==> src/shared/dtio_regs.vh <==
// Purpose: Constants for the drive terminal conditioning block.
// Assumes: 100 MHz REF_CLK.
// Notes:   Times are kept in their own unit; cycle counts derive from them.
`ifndef DTIO_REGS_VH
`define DTIO_REGS_VH

`define DTIO_CLK_PERIOD_NS      10
// Change-delay timebase tick, 0.1 s
`define DTIO_TICK_NS            100000000
`define DTIO_TICK_CYCLES        (`DTIO_TICK_NS / `DTIO_CLK_PERIOD_NS)
// Change-delay setting limit in ticks (3600.0 s)
`define DTIO_DELAY_MAX_TICKS    16'd36000
// Cycle-complete pulse width, 250 ms
`define DTIO_PLC_PULSE_NS       250000000
`define DTIO_PLC_PULSE_CYCLES   (`DTIO_PLC_PULSE_NS / `DTIO_CLK_PERIOD_NS)
// Pulse output ceiling 100.00 kHz: least period 10000 ns
`define DTIO_PULSE_MIN_PER_NS   10000
`define DTIO_PULSE_MIN_CYCLES   (`DTIO_PULSE_MIN_PER_NS / `DTIO_CLK_PERIOD_NS)
// Drive overload warning lead, 10 s in 0.1 s units
`define DTIO_OVL_LEAD_TENTHS    16'd100

// Output function selector reset codes
`define DTIO_SEL_MAIN_RST       6'h00
`define DTIO_SEL_BRELAY_RST     6'h02
`define DTIO_SEL_XRELAY_RST     6'h00
`define DTIO_SEL_FIRST_OC_RST   6'h01
`define DTIO_SEL_XOC_RST        6'h04

// Selector indices
`define DTIO_IDX_MAIN           0
`define DTIO_IDX_BRELAY         1
`define DTIO_IDX_XRELAY         2
`define DTIO_IDX_FIRST_OC       3
`define DTIO_IDX_XOC            4

// Function codes handled here
`define DTIO_FN_LAST            6'h0c
`define DTIO_FN_MAX             6'h29

// Main output mode
`define DTIO_MODE_SWITCH        1'b0
`define DTIO_MODE_PULSE         1'b1

`endif

==> src/hdl/dtio_change_delay.v <==
// Purpose: Change delay for one digital input, counted in 0.1 s ticks.
// Assumes: Input already synchronised; tick is a one-cycle pulse.
// Notes:   A change that reverts before expiry is dropped.
`timescale 1ns/1ns
`include "dtio_regs.vh"
module dtio_change_delay #(
  parameter DW = 16
) (
  // Clock and reset
  input  wire          clk,
  input  wire          rst_n,
  // Timebase
  input  wire          tick,
  // Setting in ticks
  input  wire [DW-1:0] delay_ticks,
  // Level in and out
  input  wire          level_in,
  output reg           level_out,
  output reg           pending
);

  reg  [DW-1:0] count_r;
  wire [DW-1:0] lim;

  // Settings beyond 3600.0 s are held at the limit
  assign lim = (delay_ticks > `DTIO_DELAY_MAX_TICKS) ? `DTIO_DELAY_MAX_TICKS : delay_ticks;

  always @(posedge clk) begin
    if (!rst_n) begin
      level_out <= 1'b0;
      count_r   <= {DW{1'b0}};
      pending   <= 1'b0;
    end else if (level_in == level_out) begin
      count_r <= {DW{1'b0}};
      pending <= 1'b0;
    end else if (lim == {DW{1'b0}}) begin
      level_out <= level_in;
      pending   <= 1'b0;
    end else begin
      pending <= 1'b1;
      if (tick) begin
        if (count_r + 1'b1 >= lim) begin
          level_out <= level_in;
          count_r   <= {DW{1'b0}};
        end else begin
          count_r <= count_r + 1'b1;
        end
      end
    end
  end

endmodule

==> src/hdl/dtio_top.v <==
// Purpose: Terminal conditioning for a drive control board: analog
//          below-minimum handling, input change delay and polarity,
//          output mode and output function multiplexing.
// Assumes: One 100 MHz clock; status inputs come from same-clock logic;
//          only the digital input pins are asynchronous.
// Notes:   Function codes 13 to 41 are accepted but drive nothing here.
//
// Overview of operation
// - Digit 0 and input under minimum: use that channel's minimum-point setting.
// - Digit 1 and input under minimum: channel setting becomes exactly 0.0%.
// - Three independent below-minimum digits, one per analog channel.
// - Inputs 1 to 3 have 0.0 to 3600.0 s change delay, 0.1 s steps, default 0.
// - Only inputs 1 to 3 are delayed; the others act at once.
// - Two five-digit polarity settings, one digit per input, default all 0.
// - Mode 0 asserts on connection to common; mode 1 inverts that sense.
// - Mode selects switch or pulse on main output; pulse limited to 100 kHz.
// - Five output terminals each have a function selector of 0 to 41.
// - Selector reset codes: board relay 2, first collector 1, extension 4, others 0.
// - Code 0 leaves the terminal inactive.
// - Code 1 is active while the drive runs with output.
// - Code 2 is active when the drive stopped on a fault.
// - Code 5 is active at zero frequency while running, inactive at stop.
// - Code 6 is active when motor load passes the overload pre-warning level.
// - Code 7 is active 10 s before drive overload protection acts.
// - Codes 8 and 9 are active once the count reaches target or mid target.
// - Code 10 is active when actual length exceeds the length setpoint.
// - Code 11 gives one 250 ms pulse per sequence program cycle.
// - Code 12 is active once accumulated running time exceeds its threshold.
`timescale 1ns/1ns
`include "dtio_regs.vh"
module dtio_top #(
  parameter AW             = 16,
  parameter DW             = 16,
  parameter CW             = 32,
  parameter TICK_CYCLES    = `DTIO_TICK_CYCLES,
  parameter PLC_CYCLES     = `DTIO_PLC_PULSE_CYCLES,
  parameter PULSE_MIN_CYC  = `DTIO_PULSE_MIN_CYCLES
) (
  // Clock and reset
  input  wire            REF_CLK,
  input  wire            RSTN,
  // Digital input pins, high = connected to common_return
  input  wire [9:0]      DIGITAL_INPUT_PIN,
  // Polarity digits, bit n = digit of input n+1 (A: 1-5, B: 6-10)
  input  wire [4:0]      INPUT_POLARITY_SELECT_A,
  input  wire [4:0]      INPUT_POLARITY_SELECT_B,
  // Change delays in 0.1 s units
  input  wire [DW-1:0]   INPUT1_CHANGE_DELAY,
  input  wire [DW-1:0]   INPUT2_CHANGE_DELAY,
  input  wire [DW-1:0]   INPUT3_CHANGE_DELAY,
  // Conditioned inputs
  output reg  [9:0]      DIGITAL_INPUT_ACTIVE,
  output reg  [2:0]      INPUT_DELAY_PENDING,
  // Analog channels: 0 voltage, 1 second, 2 extension
  input  wire [2:0]      BELOW_MIN_HANDLING_SELECT,
  input  wire [2:0]      AIN_BELOW_MIN,
  input  wire [3*AW-1:0] AIN_SCALED,
  input  wire [3*AW-1:0] AIN_MIN_SETTING,
  output reg  [3*AW-1:0] AIN_SETTING,
  // Output selector load port
  input  wire            MAIN_OUTPUT_MODE_SELECT,
  input  wire [4:0]      FUNCTION_SELECT_WRITE,
  input  wire [5:0]      FUNCTION_SELECT_DATA,
  output reg  [29:0]     FUNCTION_SELECT_READBACK,
  // Pulse output period in clock cycles
  input  wire [19:0]     PULSE_PERIOD_CYCLES,
  // Drive status
  input  wire            DRIVE_RUNNING,
  input  wire            DRIVE_FAULT_STOP,
  input  wire            FREQUENCY_LEVEL_DETECT_ONE,
  input  wire            FREQUENCY_REACHED,
  input  wire            ZERO_FREQUENCY,
  input  wire            DRIVE_STOPPED,
  input  wire            MOTOR_OVERLOAD_PREWARN,
  input  wire            DRIVE_OVERLOAD_ACCUMULATING,
  input  wire [DW-1:0]   DRIVE_OVERLOAD_REMAINING,
  input  wire [CW-1:0]   COUNT_VALUE,
  input  wire [CW-1:0]   COUNT_TARGET,
  input  wire [CW-1:0]   COUNT_MID_TARGET,
  input  wire [CW-1:0]   ACTUAL_LENGTH,
  input  wire [CW-1:0]   LENGTH_SETPOINT,
  input  wire            SEQUENCE_CYCLE_DONE,
  input  wire [CW-1:0]   RUN_TIME_ACCUM,
  input  wire [CW-1:0]   RUN_TIME_THRESHOLD,
  // Output terminals, high = ON
  output reg             PULSE_OR_SWITCH_TERMINAL,
  output reg             BOARD_RELAY,
  output reg             EXTENSION_RELAY,
  output reg             FIRST_OPEN_COLLECTOR_OUT,
  output reg             EXTENSION_OPEN_COLLECTOR_OUT
);

  ////////////////////////////////////////////////////////////////////////////
  // Function decode, shared by all five terminals

  function fn_active;
    input [5:0]  code;
    input [12:0] st;
    begin
      if (code == 6'h00)
        fn_active = 1'b0;
      else if (code <= `DTIO_FN_LAST)
        fn_active = st[code[3:0]];
      else
        fn_active = 1'b0;
    end
  endfunction

  ////////////////////////////////////////////////////////////////////////////
  // Pin synchroniser and timebase

  reg  [9:0]  pin_meta_r;
  reg  [9:0]  pin_sync_r;
  reg  [31:0] tick_cnt_r;
  reg         tick_r;

  always @(posedge REF_CLK) begin
    if (!RSTN) begin
      pin_meta_r <= 10'h000;
      pin_sync_r <= 10'h000;
    end else begin
      pin_meta_r <= DIGITAL_INPUT_PIN;
      pin_sync_r <= pin_meta_r;
    end
  end

  // Free-running 0.1 s tick; a delay may thus end up to one tick early
  always @(posedge REF_CLK) begin
    if (!RSTN) begin
      tick_cnt_r <= 32'h00000000;
      tick_r     <= 1'b0;
    end else if (tick_cnt_r >= TICK_CYCLES - 1) begin
      tick_cnt_r <= 32'h00000000;
      tick_r     <= 1'b1;
    end else begin
      tick_cnt_r <= tick_cnt_r + 32'h00000001;
      tick_r     <= 1'b0;
    end
  end

  ////////////////////////////////////////////////////////////////////////////
  // Input change delay and polarity

  wire [3*DW-1:0] delay_set;
  wire [2:0]      delayed_lvl;
  wire [2:0]      delay_pend;
  wire [9:0]      term_lvl;
  wire [9:0]      polarity;

  assign delay_set = {INPUT3_CHANGE_DELAY, INPUT2_CHANGE_DELAY, INPUT1_CHANGE_DELAY};
  assign polarity  = {INPUT_POLARITY_SELECT_B, INPUT_POLARITY_SELECT_A};

  genvar gi;
  generate
    for (gi = 0; gi < 3; gi = gi + 1) begin : g_delay
      dtio_change_delay #(
        .DW          (DW)
      ) u_delay (
        .clk         (REF_CLK),
        .rst_n       (RSTN),
        .tick        (tick_r),
        .delay_ticks (delay_set[gi*DW +: DW]),
        .level_in    (pin_sync_r[gi]),
        .level_out   (delayed_lvl[gi]),
        .pending     (delay_pend[gi])
      );
    end
  endgenerate

  // Delay acts on the raw terminal state, polarity after it
  assign term_lvl = {pin_sync_r[9:3], delayed_lvl};

  always @(posedge REF_CLK) begin
    if (!RSTN) begin
      DIGITAL_INPUT_ACTIVE <= 10'h000;
      INPUT_DELAY_PENDING  <= 3'h0;
    end else begin
      DIGITAL_INPUT_ACTIVE <= term_lvl ^ polarity;
      INPUT_DELAY_PENDING  <= delay_pend;
    end
  end

  ////////////////////////////////////////////////////////////////////////////
  // Analog below-minimum handling

  reg [3*AW-1:0] ain_nxt;
  integer ci;

  always @* begin
    ain_nxt = AIN_SCALED;
    for (ci = 0; ci < 3; ci = ci + 1) begin
      if (AIN_BELOW_MIN[ci]) begin
        if (BELOW_MIN_HANDLING_SELECT[ci])
          ain_nxt[ci*AW +: AW] = {AW{1'b0}};
        else
          ain_nxt[ci*AW +: AW] = AIN_MIN_SETTING[ci*AW +: AW];
      end
    end
  end

  always @(posedge REF_CLK) begin
    if (!RSTN)
      AIN_SETTING <= {3*AW{1'b0}};
    else
      AIN_SETTING <= ain_nxt;
  end

  ////////////////////////////////////////////////////////////////////////////
  // Output function selectors

  reg  [5:0]  sel_r [0:4];
  wire [29:0] sel_rst;

  assign sel_rst = {`DTIO_SEL_XOC_RST, `DTIO_SEL_FIRST_OC_RST, `DTIO_SEL_XRELAY_RST,
                    `DTIO_SEL_BRELAY_RST, `DTIO_SEL_MAIN_RST};

  genvar si;
  generate
    for (si = 0; si < 5; si = si + 1) begin : g_sel
      always @(posedge REF_CLK) begin
        if (!RSTN)
          sel_r[si] <= sel_rst[si*6 +: 6];
        else if (FUNCTION_SELECT_WRITE[si] && FUNCTION_SELECT_DATA <= `DTIO_FN_MAX)
          sel_r[si] <= FUNCTION_SELECT_DATA;
      end
    end
  endgenerate

  always @(posedge REF_CLK) begin
    if (!RSTN)
      FUNCTION_SELECT_READBACK <= sel_rst;
    else
      FUNCTION_SELECT_READBACK <= {sel_r[4], sel_r[3], sel_r[2], sel_r[1], sel_r[0]};
  end

  ////////////////////////////////////////////////////////////////////////////
  // Cycle-complete pulse

  reg [31:0] plc_cnt_r;

  // A new cycle end during the pulse restarts the 250 ms width
  always @(posedge REF_CLK) begin
    if (!RSTN)
      plc_cnt_r <= 32'h00000000;
    else if (SEQUENCE_CYCLE_DONE)
      plc_cnt_r <= PLC_CYCLES;
    else if (plc_cnt_r != 32'h00000000)
      plc_cnt_r <= plc_cnt_r - 32'h00000001;
  end

  ////////////////////////////////////////////////////////////////////////////
  // Status vector, indexed by function code

  wire [12:0] st;

  assign st[0]  = 1'b0;
  assign st[1]  = DRIVE_RUNNING;
  assign st[2]  = DRIVE_FAULT_STOP;
  assign st[3]  = FREQUENCY_LEVEL_DETECT_ONE;
  assign st[4]  = FREQUENCY_REACHED;
  assign st[5]  = ZERO_FREQUENCY & ~DRIVE_STOPPED;
  assign st[6]  = MOTOR_OVERLOAD_PREWARN;
  assign st[7]  = DRIVE_OVERLOAD_ACCUMULATING &&
                  (DRIVE_OVERLOAD_REMAINING <= `DTIO_OVL_LEAD_TENTHS);
  assign st[8]  = COUNT_VALUE >= COUNT_TARGET;
  assign st[9]  = COUNT_VALUE >= COUNT_MID_TARGET;
  assign st[10] = ACTUAL_LENGTH > LENGTH_SETPOINT;
  assign st[11] = plc_cnt_r != 32'h00000000;
  assign st[12] = RUN_TIME_ACCUM > RUN_TIME_THRESHOLD;

  ////////////////////////////////////////////////////////////////////////////
  // Pulse generator for the main output

  reg  [19:0] pls_cnt_r;
  reg         pls_out_r;
  wire [19:0] per_eff;
  wire [19:0] half_per;

  // Shorter periods are raised so the output never passes 100 kHz
  assign per_eff  = (PULSE_PERIOD_CYCLES < PULSE_MIN_CYC) ?
                    PULSE_MIN_CYC[19:0] : PULSE_PERIOD_CYCLES;
  assign half_per = {1'b0, per_eff[19:1]};

  always @(posedge REF_CLK) begin
    if (!RSTN) begin
      pls_cnt_r <= 20'h00000;
      pls_out_r <= 1'b0;
    end else if (MAIN_OUTPUT_MODE_SELECT != `DTIO_MODE_PULSE) begin
      pls_cnt_r <= 20'h00000;
      pls_out_r <= 1'b0;
    end else if (pls_cnt_r + 20'h00001 >= half_per) begin
      pls_cnt_r <= 20'h00000;
      pls_out_r <= ~pls_out_r;
    end else begin
      pls_cnt_r <= pls_cnt_r + 20'h00001;
    end
  end

  ////////////////////////////////////////////////////////////////////////////
  // Output terminals

  reg main_sw_nxt;

  always @* begin
    main_sw_nxt = fn_active(sel_r[`DTIO_IDX_MAIN], st);
    if (MAIN_OUTPUT_MODE_SELECT == `DTIO_MODE_PULSE)
      main_sw_nxt = pls_out_r;
  end

  always @(posedge REF_CLK) begin
    if (!RSTN) begin
      PULSE_OR_SWITCH_TERMINAL     <= 1'b0;
      BOARD_RELAY                  <= 1'b0;
      EXTENSION_RELAY              <= 1'b0;
      FIRST_OPEN_COLLECTOR_OUT     <= 1'b0;
      EXTENSION_OPEN_COLLECTOR_OUT <= 1'b0;
    end else begin
      PULSE_OR_SWITCH_TERMINAL     <= main_sw_nxt;
      BOARD_RELAY                  <= fn_active(sel_r[`DTIO_IDX_BRELAY], st);
      EXTENSION_RELAY              <= fn_active(sel_r[`DTIO_IDX_XRELAY], st);
      FIRST_OPEN_COLLECTOR_OUT     <= fn_active(sel_r[`DTIO_IDX_FIRST_OC], st);
      EXTENSION_OPEN_COLLECTOR_OUT <= fn_active(sel_r[`DTIO_IDX_XOC], st);
    end
  end

endmodule

==> config.mk <==
export PLATFORM = sky130hd
export DESIGN_NAME = dtio_top
export DESIGN_NICKNAME = d
export VERILOG_FILES = /design/src/hdl/dtio_change_delay.v /design/src/hdl/dtio_top.v
export VERILOG_INCLUDE_DIRS = /design/src /design/src/shared
export SDC_FILE = /design/constraint.sdc
export NUM_CORES = 1
export LEC_CHECK = 0
export ABC_CLOCK_PERIOD_IN_PS = 3550
export BUFFER_PORTS_ARGS = -buffer_cell sky130_fd_sc_hd__buf_2
export CORE_ASPECT_RATIO = 0.5
export CORE_MARGIN = 2
export CORE_UTILIZATION = 47
export CTS_CLUSTER_SIZE = 12
export DETAILED_ROUTE_END_ITERATION = 8
export PLACE_DENSITY = 0.77
export SLEW_MARGIN = 20
export SYNTH_ARGS = -nofsm -noshare
export SYNTH_HDL_FRONTEND = slang
export SYNTH_HIERARCHICAL = 1
export SYNTH_SLANG_ARGS = --single-unit
==> constraint.sdc <==
create_clock -name REF_CLK -period 3.55 [get_ports REF_CLK]
set_input_delay 0.5325 -clock REF_CLK [delete_from_list [all_inputs] [get_ports REF_CLK]]
set_output_delay 0.5325 -clock REF_CLK [all_outputs]
set_load 0.05 [all_outputs]
==> run summary <==
Clock-pin slew was measured on the worst setup and hold paths at 0.06 ns. The switching part of the total power is 28.4%. The worst-case IR drop observed on VDD is 0.324 mV. Derived from the worst setup path, the maximum achievable clock frequency is 297 MHz.

Leaving out fill and tap cells, the most frequent cell in the layout is buf_2. The count of different cell masters after synthesis is 98. In the synthesized netlist the dominant register cell turns out to be dfxtp_1. The wire length of the first global-routing pass came out at 79600 um.

The ratio of final minimum period to clock period came out at 94.7%. Along the worst path, the maximum fanout reaches 6. Row generation in the floorplan step produced 50 rows. The first TritonRoute pass finished after 6 iterations. The max-slew violation total from the final report is 0. The logs give 0.919 for the final weighted congestion in routability-driven placement and 6 for the total number of yosys warnings. The sequential standard cell area is 0.00603 mm^2, and the via count of the first global-routing pass is 15927. 549 I/O pins were placed. In this run the tool buffered the top-level ports with 547 buffer cells.

At the later pin of the worst-skew pair, clock insertion delay measures 0.55 ns. The worst setup path is of the reg2reg kind. The logs give 3069 for the total placed cells including tap cells and 0 for the reported max-cap violation count. Per report_power, the sequential group accounts for 45.0% of the total. The count of flip-flops with a built-in enable after synthesis was 30; the CTS H-tree depth was 1.

The number of antenna violations at the first check in global routing is 5. TritonCTS built the clock tree. Sequential elements use 34.1% of the synthesized area. Final worst slack: 0.188 ns.

The count of nets left with antenna violations after detail routing was 0. The logs give 0 for the number of remaining DRC errors and -0.187 ns for the post-place setup slack. Per report_power, the clock group accounts for 35.3% of the total. The mapped netlist covers 0.0177 mm^2. In the final routed layout, each cell accounts on average for 16.3 um. For this design the total switching power over the nets is 0.00221 W. Wires add up to 50800 um. Count of filler cells inserted in the layout: 3320. Dividing the detail-routed via count by the number of cells gives 5.35.

The logs give 0 for the post-CTS setup buffer count and 984 for the first-iteration detailed-routing DRC count. Number of synthesized register bits: 286. The chip height is 141 um.

The cell count after synthesis came out at 2032. The clock drives 286 sinks. TritonCTS created 28 clock buffers. Setup repair after global routing left no endpoint under its margin.

For this design the ratio of total power to cell area is 355 mW/mm^2. The internal power contribution came out at 0.00558 W. For the number of buffers on the longest clock path, the log shows 3. In the final timing run, aggregate negative setup slack is 0 ns.

After synthesis, the largest area contributor takes up 29.0% of total cell area. By area the synthesized netlist is led by dfxtp_1 29%, ha_1 14%, edfxtp_1 5.1%. In this run the clock root is driven by a clkbuf_16. The logs give 3.86 ns for the signal arrival time at the worst endpoint and 27.6% for the relative slew slack. The flow ran to the end, and the final reports show no timing, DRC or antenna violations.

The routed layout has 16651 vias. The worst-case clock skew is 0.0114 ns, and the largest net degree at the start of global routing is 42. The final net count was 3259. The logs give 0.0108 mm^2 for the multi-input gate area in the final layout and 0.0393 mm^2 for the die area.

The tools report the portion of total power attributed to combinational logic as 19.7%. The cell area reported after detailed placement was 0.0211 mm^2. The non-filler instance count after layout is 3114, and the die span in x is 278 um. The count of endpoints failing setup in the final report is 0, and the starting utilization of the core area is 47.5%. The floorplan step defined a core boundary enclosing 0.0372 mm^2. The post-route total power was 0.00779 W; the share of flip-flops with an asynchronous set or reset was 0%.

From synthesis to final layout, the design area changed by 24.2%. For the data required time at the worst endpoint, the log shows 4.05 ns. The post-synthesis average cell area works out to 8.70 um^2. The hold violation total from the final report is 0, and the static leakage is 10.9 nW.

Cells with a size suffix above 1 make up 27.0% of the layout. The capturing element type of the critical path was a flip-flop. At the pin with the least slew margin, the transition time is 1.08 ns. The worst setup path is launched from a flip-flop. Buffers inserted to repair hold after CTS numbered 0. Cell type with the highest aggregate area in the netlist: dfxtp_1. The final period demand of the worst path is 3.36 ns, and the total congestion overflow after global routing is 0. The top cell types in the final layout, fill and taps aside, are 547 x buf_2, 256 x dfxtp_1, 202 x nor2_1. Post-CTS repair changed the size of 0 cells. Detailed placement ended at an HPWL of 41100 um. Summing all non-filler instances in the final layout gives an area of 0.0219 mm^2. In this run the worst hold path is classified as in2reg. Global routing consumed, over all layers together, 24.7% of the routing resources.
worst max-delay path, cell delays in order (launching register included):
cell,delay (ns)
dfxtp_1,0.37
ha_2,0.24
and3_1,0.18
and3_1,0.25
and3_2,0.26
nand3_1,0.14
xnor2_2,0.18
ha_1,0.31
and4_1,0.21
and3_1,0.16
a31oi_1,0.20
a31oi_2,0.18
buf_4,0.20
o31ai_1,0.24
a22o_1,0.17
synthesized netlist by cell type (17+ instances only):
cell type,instances
nor2b_1,78
nand2_1,133
dfxtp_1,256
nand4_1,33
nand2b_1,18
nor2_1,203
clkbuf_1,27
edfxtp_1,30
nor4_1,27
nor3_1,23
a21oi_1,135
a31oi_1,19
and3_1,65
xor2_1,44
xnor2_1,76
ha_1,201
o21ai_0,45
a22o_1,31
nand3_1,60
and2_1,57
a31o_2,17
inv_1,170
metrics by stage:
stage / util, % / hold WS, ns
floorplan: - / 0.412
global placement: 56.7 / 0.414
detailed placement: 56.7 / 0.420
CTS: 58.9 / 0.160
global route: 59.0 / 0.164
finish: 59.0 / 0.185
state kept, by name, indices dropped and copies added (netlist names):
signal	count
AIN_SETTING	48
BOARD_RELAY	1
DIGITAL_INPUT_ACTIVE	10
EXTENSION_OPEN_COLLECTOR_OUT	1
EXTENSION_RELAY	1
FIRST_OPEN_COLLECTOR_OUT	1
FUNCTION_SELECT_READBACK	30
INPUT_DELAY_PENDING	3
PULSE_OR_SWITCH_TERMINAL	1
g_delay.u_delay/count_r	48
g_delay.u_delay/level_out	3
g_delay.u_delay/pending	3
pin_meta_r	10
pin_sync_r	10
plc_cnt_r	32
pls_cnt_r	20
pls_out_r	1
sel_r	30
tick_cnt_r	32
tick_r	1
metal layers:
metal | global-route usage (%) | wire length [um] | vias up
met5 | 0 | 0 | -
met4 | 7.94 | 1610 | 0
met3 | 3.08 | 2450 | 121
met2 | 43.1 | 24300 | 461
met1 | 32.0 | 22400 | 7733
li1 | - | - | 8336
cell type report:
type / count / area share (%)
antenna: 4 / 0.0456
clock buffer: 40 / 3.68
clock inverter: 1 / 0.0228
inverter: 170 / 2.91
multi-input combinational: 1529 / 49.1
sequential: 286 / 27.5
tap: 494 / 2.82
timing repair buffer: 590 / 14.0
cells by family after synthesis:
logic type	share of synthesized area (%)
xor gates and xnor gates	5.95
other	0.0212
buffers and inverters	5.24
DFF	34.1
and+or+nand+nor	24.5
adders and majority gates	14.2
AOI/OAI and AO/OA	15.0
muxes	1.03
power by group through the flow:
stage               clock, W  combinational [W]  sequential (W)
finish               0.00275            0.00153         0.00350
global route         0.00295            0.00169         0.00352
CTS                  0.00281            0.00153         0.00350
detailed placement         0            0.00152         0.00357
global placement           0            0.00149         0.00357
floorplan                  0           0.000707         0.00377
worst paths after layout:
| kind | from | to | slack [ns] | cells after the start |
|---|---|---|---|---|
| worst max register to register | g_delay[2].u_delay/count_r[1]$_SDFFE_PP0P_ | g_delay[2].u_delay/count_r[2]$_SDFFE_PP0P_ | 0.19 | 14 |
| worst min-delay path | DIGITAL_INPUT_PIN[9] | pin_meta_r[9]$_SDFF_PN0_ | 0.18 | 2 |
| worst min register to register | pin_meta_r[1]$_SDFF_PN0_ | pin_sync_r[1]$_SDFF_PN0_ | 0.43 | 1 |
| worst max-delay path | g_delay[2].u_delay/count_r[1]$_SDFFE_PP0P_ | g_delay[2].u_delay/count_r[2]$_SDFFE_PP0P_ | 0.19 | 14 |
Note: power is estimated with default switching activity, not from simulation.
